File: src/core/alr_pkg.sv
package alr_pkg;

  // System clock and default line rate
  localparam int CLK_HZ = 20_000_000;
  localparam int DEF_BAUD = 9600;
  localparam int DEF_BIT_CYC = CLK_HZ / DEF_BAUD;
  localparam int CNT_W = 16;

  // Register selects on the register port
  localparam logic [1:0] REG_RX_CTL = 2'h0;
  localparam logic [1:0] REG_RX_CHAR = 2'h1;
  localparam logic [1:0] REG_TX_CTL = 2'h2;
  localparam logic [1:0] REG_TX_CHAR = 2'h3;

  // Field positions
  localparam int RXC_ADV_BIT = 0;
  localparam int RXC_DONE_BIT = 7;
  localparam int RXD_ERR_BIT = 15;
  localparam int RXD_OVR_BIT = 14;
  localparam int RXD_FRM_BIT = 13;
  localparam int RXD_PAR_BIT = 12;
  localparam int TXC_RDY_BIT = 7;
  localparam int TXC_IE_BIT = 6;
  localparam int TXC_LOOP_BIT = 2;
  localparam int TXC_BRK_BIT = 0;

  // Reset values
  localparam logic [15:0] ZERO_WORD = 16'h0000;
  localparam logic [7:0] ZERO_BYTE = 8'h00;
  localparam logic LINE_MARK = 1'b1;
  localparam logic LINE_SPACE = 1'b0;

  // Longest frame: start, 8 data, parity, 2 stop
  localparam int FRAME_W = 12;

  typedef enum logic [2:0] {
    RX_IDLE  = 3'b000,
    RX_START = 3'b001,
    RX_DATA  = 3'b010,
    RX_PAR   = 3'b011,
    RX_STOP  = 3'b100
  } alr_rx_state_e;

  // Data bits per character: select 0..3 gives 5..8
  function automatic logic [3:0] alr_nbits(input logic [1:0] sel);
    return 4'h5 + {2'b00, sel};
  endfunction

  function automatic logic [7:0] alr_mask(input logic [1:0] sel);
    return 8'hFF >> (2'h3 - sel);
  endfunction

endpackage

File: src/core/alr_tx_shift.sv
`timescale 1ns/1ps
module alr_tx_shift
  import alr_pkg::*;
#(
  parameter int CW = CNT_W
) (
  input wire logic clk,
  input wire logic rst,
  input wire logic load,
  input wire logic [7:0] data,
  input wire logic [1:0] data_sel,
  input wire logic par_en,
  input wire logic par_odd,
  input wire logic two_stop,
  input wire logic [CW-1:0] bit_cyc,
  output logic busy,
  output logic line
);

  logic [FRAME_W-1:0] frame;
  logic [FRAME_W-1:0] shreg_r;
  logic [3:0] len;
  logic [3:0] nb;
  logic [3:0] left_r;
  logic [CW-1:0] cnt_r;
  logic par_bit;

  // Start bit, data LSB first, optional parity, stop bits as mark fill
  always_comb begin
    nb = alr_nbits(data_sel);
    par_bit = (^(data & alr_mask(data_sel))) ^ par_odd;
    frame = '1;
    frame[0] = LINE_SPACE;
    for (int i = 0; i < 8; i++) begin
      if (4'(i) < nb) begin
        frame[i + 1] = data[i];
      end
    end
    if (par_en) begin
      frame[nb + 4'h1] = par_bit;
    end
    len = 4'h2 + nb + {3'b000, par_en} + {3'b000, two_stop};
  end

  always_ff @(posedge clk) begin
    if (rst) begin
      busy <= 1'b0;
      shreg_r <= '1;
      left_r <= 4'h0;
      cnt_r <= '0;
      line <= LINE_MARK;
    end else if (load && !busy) begin
      busy <= 1'b1;
      shreg_r <= frame;
      left_r <= len;
      cnt_r <= bit_cyc - CW'(1);
      line <= frame[0];
    end else if (busy) begin
      if (cnt_r == '0) begin
        cnt_r <= bit_cyc - CW'(1);
        shreg_r <= {1'b1, shreg_r[FRAME_W-1:1]};
        line <= (left_r == 4'h1) ? LINE_MARK : shreg_r[1];
        left_r <= left_r - 4'h1;
        busy <= (left_r != 4'h1);
      end else begin
        cnt_r <= cnt_r - CW'(1);
      end
    end
  end

endmodule

File: src/core/alr_line_if.sv
`timescale 1ns/1ps
// Behaviour
// - reader advance clears at start mid, init
// - bit 15 is OR of errors
// - summary bit read-only, follows error flags
// - overrun when done still set at arrival
// - framing flag when stop bit missing
// - parity flag on mismatch, zero if disabled
// - error flags hold until next character
// - data right-justified, unused bits zero
// - received data not cleared by init
// - ready when buffer free; with enable, request
// - ready set by init, cleared by load
// - interrupt enable read/write, init clears
// - loopback feeds transmitter output to receiver
// - loopback runs receiver at transmit rate
// - break drives line to space
// - done cleared by read, advance, init
module alr_line_if
  import alr_pkg::*;
#(
  parameter int RX_BIT_CYC = DEF_BIT_CYC,
  parameter int TX_BIT_CYC = DEF_BIT_CYC
) (
  input wire logic SYS_CLK,
  input wire logic RESET,
  input wire logic [1:0] REG_SEL,
  input wire logic REG_RD,
  input wire logic REG_WR,
  input wire logic [15:0] REG_WDATA,
  output logic [15:0] REG_RDATA,
  input wire logic [1:0] CFG_DATA_SEL,
  input wire logic CFG_PARITY_EN,
  input wire logic CFG_PARITY_ODD,
  input wire logic CFG_TWO_STOP,
  input wire logic RX_LINE,
  output logic TX_LINE,
  output logic XMIT_IRQ,
  output logic READER_ADVANCE
);

  localparam int RDY_LO = 2;
  localparam int RDY_HI = 3;

  logic rx_s1_r;
  logic rx_s2_r;
  logic rx_in;
  logic [CNT_W-1:0] rx_div;
  alr_rx_state_e rx_state_r;
  logic [CNT_W-1:0] rx_cnt_r;
  logic [3:0] rx_idx_r;
  logic [7:0] rx_sh_r;
  logic rx_par_bad_r;
  logic rx_cap;
  logic rx_start_mid;
  logic [3:0] rx_nb;

  logic [7:0] rx_data_r;
  logic ovr_r;
  logic frm_r;
  logic par_r;
  logic done_r;
  logic adv_r;

  logic ie_r;
  logic loop_r;
  logic brk_r;
  logic rdy_r;
  logic [7:0] hold_r;
  logic hold_full_r;
  logic xfer;
  logic tx_busy;
  logic tx_ser;
  logic tx_line_r;
  logic irq_r;
  logic [15:0] rdata_r;

  logic wr_rxc;
  logic wr_txc;
  logic wr_txd;
  logic rd_rxd;
  logic got_r;

  assign wr_rxc = REG_WR && (REG_SEL == REG_RX_CTL);
  assign wr_txc = REG_WR && (REG_SEL == REG_TX_CTL);
  assign wr_txd = REG_WR && (REG_SEL == REG_TX_CHAR);
  assign rd_rxd = REG_RD && (REG_SEL == REG_RX_CHAR);

  // Line input synchroniser; only the second stage is looked at
  always_ff @(posedge SYS_CLK) begin
    if (RESET) begin
      rx_s1_r <= LINE_MARK;
      rx_s2_r <= LINE_MARK;
    end else begin
      rx_s1_r <= RX_LINE;
      rx_s2_r <= rx_s1_r;
    end
  end

  // Loopback takes the transmitter's driven line, break included
  assign rx_in = loop_r ? tx_line_r : rx_s2_r;
  assign rx_div = loop_r ? CNT_W'(TX_BIT_CYC) : CNT_W'(RX_BIT_CYC);
  assign rx_nb = alr_nbits(CFG_DATA_SEL);
  assign rx_start_mid = (rx_state_r == RX_START) && (rx_cnt_r == '0) &&
                        !rx_in;
  assign rx_cap = (rx_state_r == RX_STOP) && (rx_cnt_r == '0);

  // Receiver: sample each bit at its centre
  always_ff @(posedge SYS_CLK) begin
    if (RESET) begin
      rx_state_r <= RX_IDLE;
      rx_cnt_r <= '0;
      rx_idx_r <= 4'h0;
      rx_sh_r <= ZERO_BYTE;
      rx_par_bad_r <= 1'b0;
    end else begin
      case (rx_state_r)
        RX_IDLE: begin
          if (!rx_in) begin
            rx_state_r <= RX_START;
            rx_cnt_r <= (rx_div >> 1) - CNT_W'(1);
          end
        end
        RX_START: begin
          if (rx_cnt_r != '0) begin
            rx_cnt_r <= rx_cnt_r - CNT_W'(1);
          end else if (!rx_in) begin
            rx_state_r <= RX_DATA;
            rx_cnt_r <= rx_div - CNT_W'(1);
            rx_idx_r <= 4'h0;
            rx_sh_r <= ZERO_BYTE;
            rx_par_bad_r <= 1'b0;
          end else begin
            // Glitch shorter than half a bit
            rx_state_r <= RX_IDLE;
          end
        end
        RX_DATA: begin
          if (rx_cnt_r != '0) begin
            rx_cnt_r <= rx_cnt_r - CNT_W'(1);
          end else begin
            rx_cnt_r <= rx_div - CNT_W'(1);
            rx_sh_r[rx_idx_r[2:0]] <= rx_in;
            rx_idx_r <= rx_idx_r + 4'h1;
            if (rx_idx_r == rx_nb - 4'h1) begin
              rx_state_r <= CFG_PARITY_EN ? RX_PAR : RX_STOP;
            end
          end
        end
        RX_PAR: begin
          if (rx_cnt_r != '0) begin
            rx_cnt_r <= rx_cnt_r - CNT_W'(1);
          end else begin
            rx_cnt_r <= rx_div - CNT_W'(1);
            rx_par_bad_r <= rx_in != ((^rx_sh_r) ^ CFG_PARITY_ODD);
            rx_state_r <= RX_STOP;
          end
        end
        RX_STOP: begin
          // Character completes at the centre of the first stop bit
          if (rx_cnt_r != '0) begin
            rx_cnt_r <= rx_cnt_r - CNT_W'(1);
          end else begin
            rx_state_r <= RX_IDLE;
          end
        end
        default: begin
          rx_state_r <= RX_IDLE;
        end
      endcase
    end
  end

  // Received word: init leaves data and error flags alone
  always_ff @(posedge SYS_CLK) begin
    if (rx_cap) begin
      rx_data_r <= rx_sh_r & alr_mask(CFG_DATA_SEL);
      got_r <= 1'b1;
      ovr_r <= done_r;
      frm_r <= !rx_in;
      par_r <= CFG_PARITY_EN && rx_par_bad_r;
    end
  end

  // Completion wins over a clear in the same cycle
  always_ff @(posedge SYS_CLK) begin
    if (RESET) begin
      done_r <= 1'b0;
    end else if (rx_cap) begin
      done_r <= 1'b1;
    end else if (rd_rxd || adv_r) begin
      done_r <= 1'b0;
    end
  end

  always_ff @(posedge SYS_CLK) begin
    if (RESET) begin
      adv_r <= 1'b0;
    end else if (rx_start_mid) begin
      adv_r <= 1'b0;
    end else if (wr_rxc && REG_WDATA[RXC_ADV_BIT]) begin
      adv_r <= 1'b1;
    end
  end

  always_ff @(posedge SYS_CLK) begin
    if (RESET) begin
      ie_r <= 1'b0;
      loop_r <= 1'b0;
      brk_r <= 1'b0;
    end else if (wr_txc) begin
      ie_r <= REG_WDATA[TXC_IE_BIT];
      loop_r <= REG_WDATA[TXC_LOOP_BIT];
      brk_r <= REG_WDATA[TXC_BRK_BIT];
    end
  end

  // Double buffer: holding byte moves to the shifter when it is idle
  assign xfer = hold_full_r && !tx_busy;

  always_ff @(posedge SYS_CLK) begin
    if (RESET) begin
      hold_r <= ZERO_BYTE;
      hold_full_r <= 1'b0;
    end else if (wr_txd) begin
      hold_r <= REG_WDATA[7:0];
      hold_full_r <= 1'b1;
    end else if (xfer) begin
      hold_full_r <= 1'b0;
    end
  end

  always_ff @(posedge SYS_CLK) begin
    if (RESET) begin
      rdy_r <= 1'b1;
    end else if (wr_txd) begin
      rdy_r <= 1'b0;
    end else if (xfer) begin
      rdy_r <= 1'b1;
    end
  end

  // Request is a level; it rises one cycle after ready while enabled
  always_ff @(posedge SYS_CLK) begin
    if (RESET) begin
      irq_r <= 1'b0;
    end else begin
      irq_r <= rdy_r && ie_r;
    end
  end

  alr_tx_shift #(
    .CW(CNT_W)
  ) u_tx (
    .clk(SYS_CLK),
    .rst(RESET),
    .load(xfer),
    .data(hold_r),
    .data_sel(CFG_DATA_SEL),
    .par_en(CFG_PARITY_EN),
    .par_odd(CFG_PARITY_ODD),
    .two_stop(CFG_TWO_STOP),
    .bit_cyc(CNT_W'(TX_BIT_CYC)),
    .busy(tx_busy),
    .line(tx_ser)
  );

  // Ready keeps pacing while break holds the line, so break length
  // can be timed by dummy characters
  always_ff @(posedge SYS_CLK) begin
    if (RESET) begin
      tx_line_r <= LINE_MARK;
    end else begin
      tx_line_r <= brk_r ? LINE_SPACE : tx_ser;
    end
  end

  // Read data registered; transmit buffer reads as zero
  always_ff @(posedge SYS_CLK) begin
    if (RESET) begin
      rdata_r <= ZERO_WORD;
    end else if (REG_RD) begin
      rdata_r <= ZERO_WORD;
      case (REG_SEL)
        REG_RX_CTL: rdata_r[RXC_DONE_BIT] <= done_r;
        REG_RX_CHAR: begin
          rdata_r[RXD_ERR_BIT] <= ovr_r | frm_r | par_r;
          rdata_r[RXD_OVR_BIT] <= ovr_r;
          rdata_r[RXD_FRM_BIT] <= frm_r;
          rdata_r[RXD_PAR_BIT] <= par_r;
          rdata_r[7:0] <= rx_data_r;
        end
        REG_TX_CTL: begin
          rdata_r[TXC_RDY_BIT] <= rdy_r;
          rdata_r[TXC_IE_BIT] <= ie_r;
          rdata_r[TXC_LOOP_BIT] <= loop_r;
          rdata_r[TXC_BRK_BIT] <= brk_r;
        end
        default: rdata_r <= ZERO_WORD;
      endcase
    end
  end

  assign REG_RDATA = rdata_r;
  assign TX_LINE = tx_line_r;
  assign XMIT_IRQ = irq_r;
  assign READER_ADVANCE = adv_r;
endmodule

File: config.mk
export PLATFORM = sky130hd
export DESIGN_NAME = alr_line_if
export DESIGN_NICKNAME = d
export VERILOG_FILES = /design/src/core/alr_pkg.sv /design/src/core/alr_tx_shift.sv /design/src/core/alr_line_if.sv
export SDC_FILE = /design/constraint.sdc
export NUM_CORES = 1
export LEC_CHECK = 0
export BUFFER_PORTS_ARGS = -buffer_cell sky130_fd_sc_hd__buf_2
export CAP_MARGIN = 40
export CORE_MARGIN = 1
export CORE_UTILIZATION = 54
export DETAILED_ROUTE_END_ITERATION = 8
export GPL_TIMING_DRIVEN = 0
export PLACE_DENSITY = 0.73
export SYNTH_ARGS = -nofsm -noshare
export SYNTH_HDL_FRONTEND = slang
export SYNTH_SLANG_ARGS = --single-unit
File: constraint.sdc
create_clock -name SYS_CLK -period 2.02 [get_ports SYS_CLK]
set_clock_uncertainty 0.1 [all_clocks]
set_input_delay 0.202 -clock SYS_CLK [delete_from_list [all_inputs] [get_ports SYS_CLK]]
set_output_delay 0.202 -clock SYS_CLK [all_outputs]
set_load 0.02 [all_outputs]
Word level (Yosys, flattened, before mapping)
Index checks and enable logic that the tools add are counted.
Storage, ports and cells
  flip-flop bits (word level): 108
  output and inout port bits: 19
  word-level logic and storage cells: 190
Cells by class
  add/sub/neg operators: 11
  magnitude comparators: 12
  eq/ne operators: 20
  shift operators: 1
  muxes and demuxes: 73
  bitwise logic cells: 6
  reduce and logical (&&, ||, !) cells: 39
Operators with widths (number)
  $mux W16: 6
  $mux W12: 6
  $pmux W16 S4: 1
  $logic_not A16 Y1: 2
  $sub A16 B1 Y16 const B: 2
  $mux W1: 29
  $mux W4: 7
  $mux W3: 8
  $mux W8: 3
  $and A8 B8 Y8: 2
  $lt A3 B4 Y1 const A: 4
  $pmux W8 S2: 1
  $reduce_bool A16 Y1: 1
  $reduce_xor A8 Y1: 2
  $pmux W3 S5: 1
  $logic_and A1 B1 Y1: 14
  $ne A2 B2 Y1 const B: 7
  $bwmux W12: 1
  $reduce_and A4 Y1: 3
  $reduce_bool A2 Y1: 6
  $add A4 B1 Y4: 2
  $add A4 B1 Y4 const B: 2
  $bwmux W8: 1
  $lt A1 B4 Y1 const A: 2
  other kinds (37): 49

Depth between registers and ports, before layout
  depth in word-level cells: 9
  gate-level depth with buffers: 9
  gate-level depth less buffers: 9

Modules after synthesis
From an unflattened synthesis, not the netlist that was laid out.
Unflattened totals
  cells, all modules: 690
  area total of the unflattened synthesis: 5955.7 um^2
By module, submodules not included
  alr_line_if: instances 1, cells an instance 385, area each 3454.6 um^2
  alr_tx_shift: instances 1, cells an instance 305, area each 2501.1 um^2

Worst setup path before layout
No wires, ideal clock.
  path kind: register to register
  from: register rx_cnt_r[0]
  to: register frm_r, enable pin
  library setup time: 0.380 ns
  arrival: 1.669 ns
  data required time: 1.540 ns
  setup slack: -0.128 ns
  cell stages (with the launch flop): 6
  buffers on the path: 0
  clock period less this slack: 2.148 ns
  path through: dfxtp_1 > inv_1 > ha_1 > nor4b_2 > nand4_4 > nor2_1
On the way
  word-level cells in the longest chain between the ends: 2
Ends and longest elaborated chain
  from (decl): RTL line alr_line_if.sv:50  | logic [CNT_W-1:0] rx_cnt_r;
  from (signal assigned): RTL line alr_line_if.sv:121  | rx_cnt_r <= (rx_div >> 1) - CNT_W'(1);
  from (signal assigned): RTL line alr_line_if.sv:126  | rx_cnt_r <= rx_cnt_r - CNT_W'(1);
  from (signal assigned): RTL line alr_line_if.sv:129  | rx_cnt_r <= rx_div - CNT_W'(1);
  $logic_not A16 Y1: RTL line alr_line_if.sv:106  | assign rx_cap = (rx_state_r == RX_STOP) && (rx_cnt_r == '0);
  $logic_and A1 B1 Y1: RTL line alr_line_if.sv:106
  named net rx_cap: RTL line alr_line_if.sv:54  | logic rx_cap;
  to (signal assigned): RTL line alr_line_if.sv:180  | frm_r <= !rx_in;
  to (decl): RTL line alr_line_if.sv:60  | logic frm_r;
The timed path passes the listed nets, and every way through them passes these cells.
A chain may end at the register's enable or synchronous reset.

Worst setup path after layout
  from: register u_tx.cnt_r[8]
  to: register u_tx.cnt_r[3]
On the way
  word-level cells in the longest chain between the ends: 2
Ends and longest elaborated chain
  from (decl): RTL line alr_tx_shift.sv:25  | logic [CW-1:0] cnt_r;
  from (signal assigned): RTL line alr_tx_shift.sv:56  | cnt_r <= bit_cyc - CW'(1);
  from (signal assigned): RTL line alr_tx_shift.sv:60  | cnt_r <= bit_cyc - CW'(1);
  from (signal assigned): RTL line alr_tx_shift.sv:66  | cnt_r <= cnt_r - CW'(1);
  $logic_not A16 Y1: RTL line alr_tx_shift.sv:59  | if (cnt_r == '0) begin
  $mux W16: RTL line alr_tx_shift.sv:59
No other way between the ends.

==> parameters.txt <==
Parameter                              Value

Finish
  Post-layout net count ... 773
  Commonest cells after routing, fill and taps aside ... sky130_fd_sc_hd__dfxtp_1 (83), sky130_fd_sc_hd__a21oi_1 (53), sky130_fd_sc_hd__nand2_1 (43), sky130_fd_sc_hd__nor2_1 (43), sky130_fd_sc_hd__buf_4 (37)
  Number of standard cells in the layout, taps in and fillers out ... 859
  Most common cell after layout, fill and taps aside ... sky130_fd_sc_hd__dfxtp_1
  Antenna cells ... 0
  Multi-input gate area ... 3460 sq um
  Final core area utilization ... 73.1%
  Area growth from synthesis to layout ... 30.2%
  Post-route design area ... 7180 sq um
  Share of final-layout standard cells stronger than drive strength 1 ... 30.3%
  Area taken by flip-flops and latches ... 2280 sq um
  Number of filler instances in the final layout ... 762

Clocking
  Clock transition at the registers of the reported paths ... 0.10 ns
  CTS tree ... done
  Total clock sinks ... 107
  Deepest level of the CTS H-tree ... 3
  Clock latency of the later-clocked register in the worst-skew pair ... 0.39 ns
  Number of buffers created by CTS ... 9
  CTS Root Cell ... sky130_fd_sc_hd__clkbuf_8
  Max Buffers Root-to-Sink ... 2

Logic synthesis
  Count of flip-flops with a built-in enable after synthesis ... 11
  FFs w/ async S/R, synth ... 0%
  Sequential area share after synthesis ... 40.8%
  Yosys cell types ... 70
  Most common flop cell mapped by yosys ... sky130_fd_sc_hd__dfxtp_1
  Synth top area share ... 34.9%
  YS warnings ... 0
  Cells taking the most area after synthesis ... sky130_fd_sc_hd__dfxtp_1 (35%), sky130_fd_sc_hd__a21oi_1 (6.0%), sky130_fd_sc_hd__edfxtp_1 (6.0%), sky130_fd_sc_hd__ha_1 (5.2%), sky130_fd_sc_hd__xnor2_1 (4.4%)
  Synthesized area per cell ... 8.91 sq um
  Post-synthesis instance total ... 619
  Mapped Area ... 5510 sq um
  Number of storage elements in the synthesis netlist ... 107
  Post-synth top area cell ... sky130_fd_sc_hd__dfxtp_1

Floorplanning
  Horizontal die dimension ... 103 um
  Core outline area ... 9820 sq um
  Starting density of the core ... 56.2%
  Die outline area ... 10600 sq um
  Ports placed on the boundary ... 47
  Die boundary height ... 103 um
  Number of placement rows ... 36

Route
  Remaining design rule violation count ... 0
  Routed WL per cell ... 17.5 um
  ANT nets after route ... 0
  Wire length reported by the detailed router ... 15000 um
  First-pass iteration count of the detailed router ... 5
  Initial drt markers ... 258
  Via Count ... 4975
  Via-to-Cell Ratio ... 5.79

Setup path
  Setup crit end kind ... flip-flop
  Ordered cell list for the critical path ... or4_4, or3_4, or2_1, buf_6, nand2_8, clkbuf_16, nor2_2
  Critical setup path kind ... flip-flop to flip-flop
  Slowest cell on the critical path ... sky130_fd_sc_hd__or4_4
  Maximum fanout encountered on the critical timing path ... 7
  Worst path required time ... 2.21 ns
  Endpoint arrival time on the critical path ... 2.36 ns
  CP peak stage delay ... 0.53 ns
  Critical Path Start Type ... flip-flop

Timing
  Maximum frequency from static timing analysis ... 461 MHz
  Final setup violation count ... 47
  Minimum setup slack in the final design ... -0.150 ns
  Slew at the pin closest to its max-slew limit ... 0.710 ns
  Final critical-path share of the clock period ... 107%
  Final period demand of the worst path ... 2.17 ns
  Worst slew margin ... 52.6%
  Endpoints failing hold ... 0
  Number of pins with negative max-slew slack in the final report ... 0
  Unrepaired setup endpoints after global routing ... yes
  Final Hold Slack ... 0.0246 ns
  Setup Total Neg Slack ... -3.28 ns

Outcome
  Result of the run ... complete, but fails checks
  Violations in the final reports ... negative setup slack

Placement
  Post-DP HPWL ... 9340 um
  Number of port buffers ... 33
  Total placed instance area ... 5870 sq um
  Placer congestion estimate ... 0.923
  Worst setup slack after placement ... -0.607 ns
  Cell Count Post-Placement ... 788

Global route
  Pin count of the biggest net entering global routing ... 19
  Wire length of the first global-routing pass ... 22700 um
  Antenna violations before repair ... 0
  Vias in the first global route ... 4794
  Global-route usage over all layers ... 27.9%
  Aggregate global routing overflow ... 0

Pwr
  Overall Power ... 6.87 mW
  Power density over cell area ... 957 nW/um^2
  Static power due to leakage ... 2.75 nW
  Worst IR Drop VDD ... 0.817 mV

Min path
  HP Class ... primary input to flip-flop

Flow run
  Reported max-cap violation count ... 0
-- power breakdown --
group,switching (mW),internal (mW),total [mW]
sequential,0.201,2.28,2.48
combinational,1.50,1.41,2.91
clock,0.772,0.709,1.48
-- critical path: cells and delay by family, from the launching register on --
family | cells | cell delay [ns]
and+or+nand+nor | 5 | 1.30
DFF | 1 | 0.35
buffers and inverters | 2 | 0.31
-- routing by layer --
layer	global-route usage, %	up-vias	wire (um)
li1	-	2396	-
met1	35.0	2422	6500
met2	48.3	131	7520
met3	6.64	26	686
met4	7.26	0	289
met5	0	-	0
-- final cells by class --
| type | instances | share of cell area [%] |
|---|---|---|
| plain buffers | 30 | 2.82 |
| clock buffers | 9 | 1.73 |
| flip-flops and latches | 107 | 31.8 |
| clock inverters | 7 | 1.39 |
| repair buffers | 91 | 10.4 |
| well taps | 133 | 2.32 |
| inverters | 25 | 1.31 |
| multi-input cells | 457 | 48.3 |
-- registers in the layout, summed over array words and instances, names as in the netlist, 3 cells and up --
signal,count
rx_sh_r,8
u_tx.cnt_r,16
rx_cnt_r,16
hold_r,8
u_tx.left_r,4
rx_idx_r,4
rx_data_r,8
rx_state_r,3
u_tx.shreg_r,11
REG_RDATA,12
-- kinds of logic (layout without fill, tap and decap cells) --
kind of cell | Yosys count | after routing | share of synthesized area (%)
simple gates | 228 | 228 | 22.2
compound gates | 150 | 151 | 17.4
flops | 107 | 107 | 40.8
buf+inv | 59 | 162 | 5.26
xor+xnor | 39 | 39 | 6.69
fa+ha+maj | 24 | 24 | 5.58
mux | 11 | 11 | 2.00
other cells | 1 | 4 | 0.0680
-- Yosys cell counts, drive strengths merged, types with 4 or more instances --
cell and instances:
a211oi 7, a21oi 66, a22oi 6, a311oi 5, a31oi 4, and2 7, and3 4, buf 15
clkbuf 19, dfxtp 96, edfxtp 11, ha 23, inv 25, mux2i 11, nand2 48, nand2b 8
nand3 20, nand4 6, nor2 56, nor2b 15, nor3 22, nor4 7, o21ai 22, o31ai 13
or2 6, or3 8, or4 9, xnor2 28, xor2 9
-- repair_timing --
action / 4_1_cts / 5_1_grt
endpoints found under the setup margin: 70 / 72
resized for setup: 68 / 87
gates cloned: 1 / 4
hold endpoints to repair: 13 / 0
pin swaps: 26 / 37
hold buffers: 9 / 0
setup buffers: 31 / 15
-- path summary, 6_finish.rpt --
check                                                 from                          to  slack (ns)  depth (start not counted)
worst max-delay path            u_tx.cnt_r[8]$_SDFFE_PP0P_  u_tx.cnt_r[3]$_SDFFE_PP0P_       -0.15                          7
worst min-delay path                                REG_WR         loop_r$_SDFFE_PP0P_        0.02                          3
worst max register to register  u_tx.cnt_r[8]$_SDFFE_PP0P_  u_tx.cnt_r[3]$_SDFFE_PP0P_       -0.15                          7
worst min register to register     rx_sh_r[2]$_SDFFE_PP0P_      rx_data_r[2]$_DFFE_PP_        0.38                          0
No activity file was read; power rests on OpenSTA's default activity.
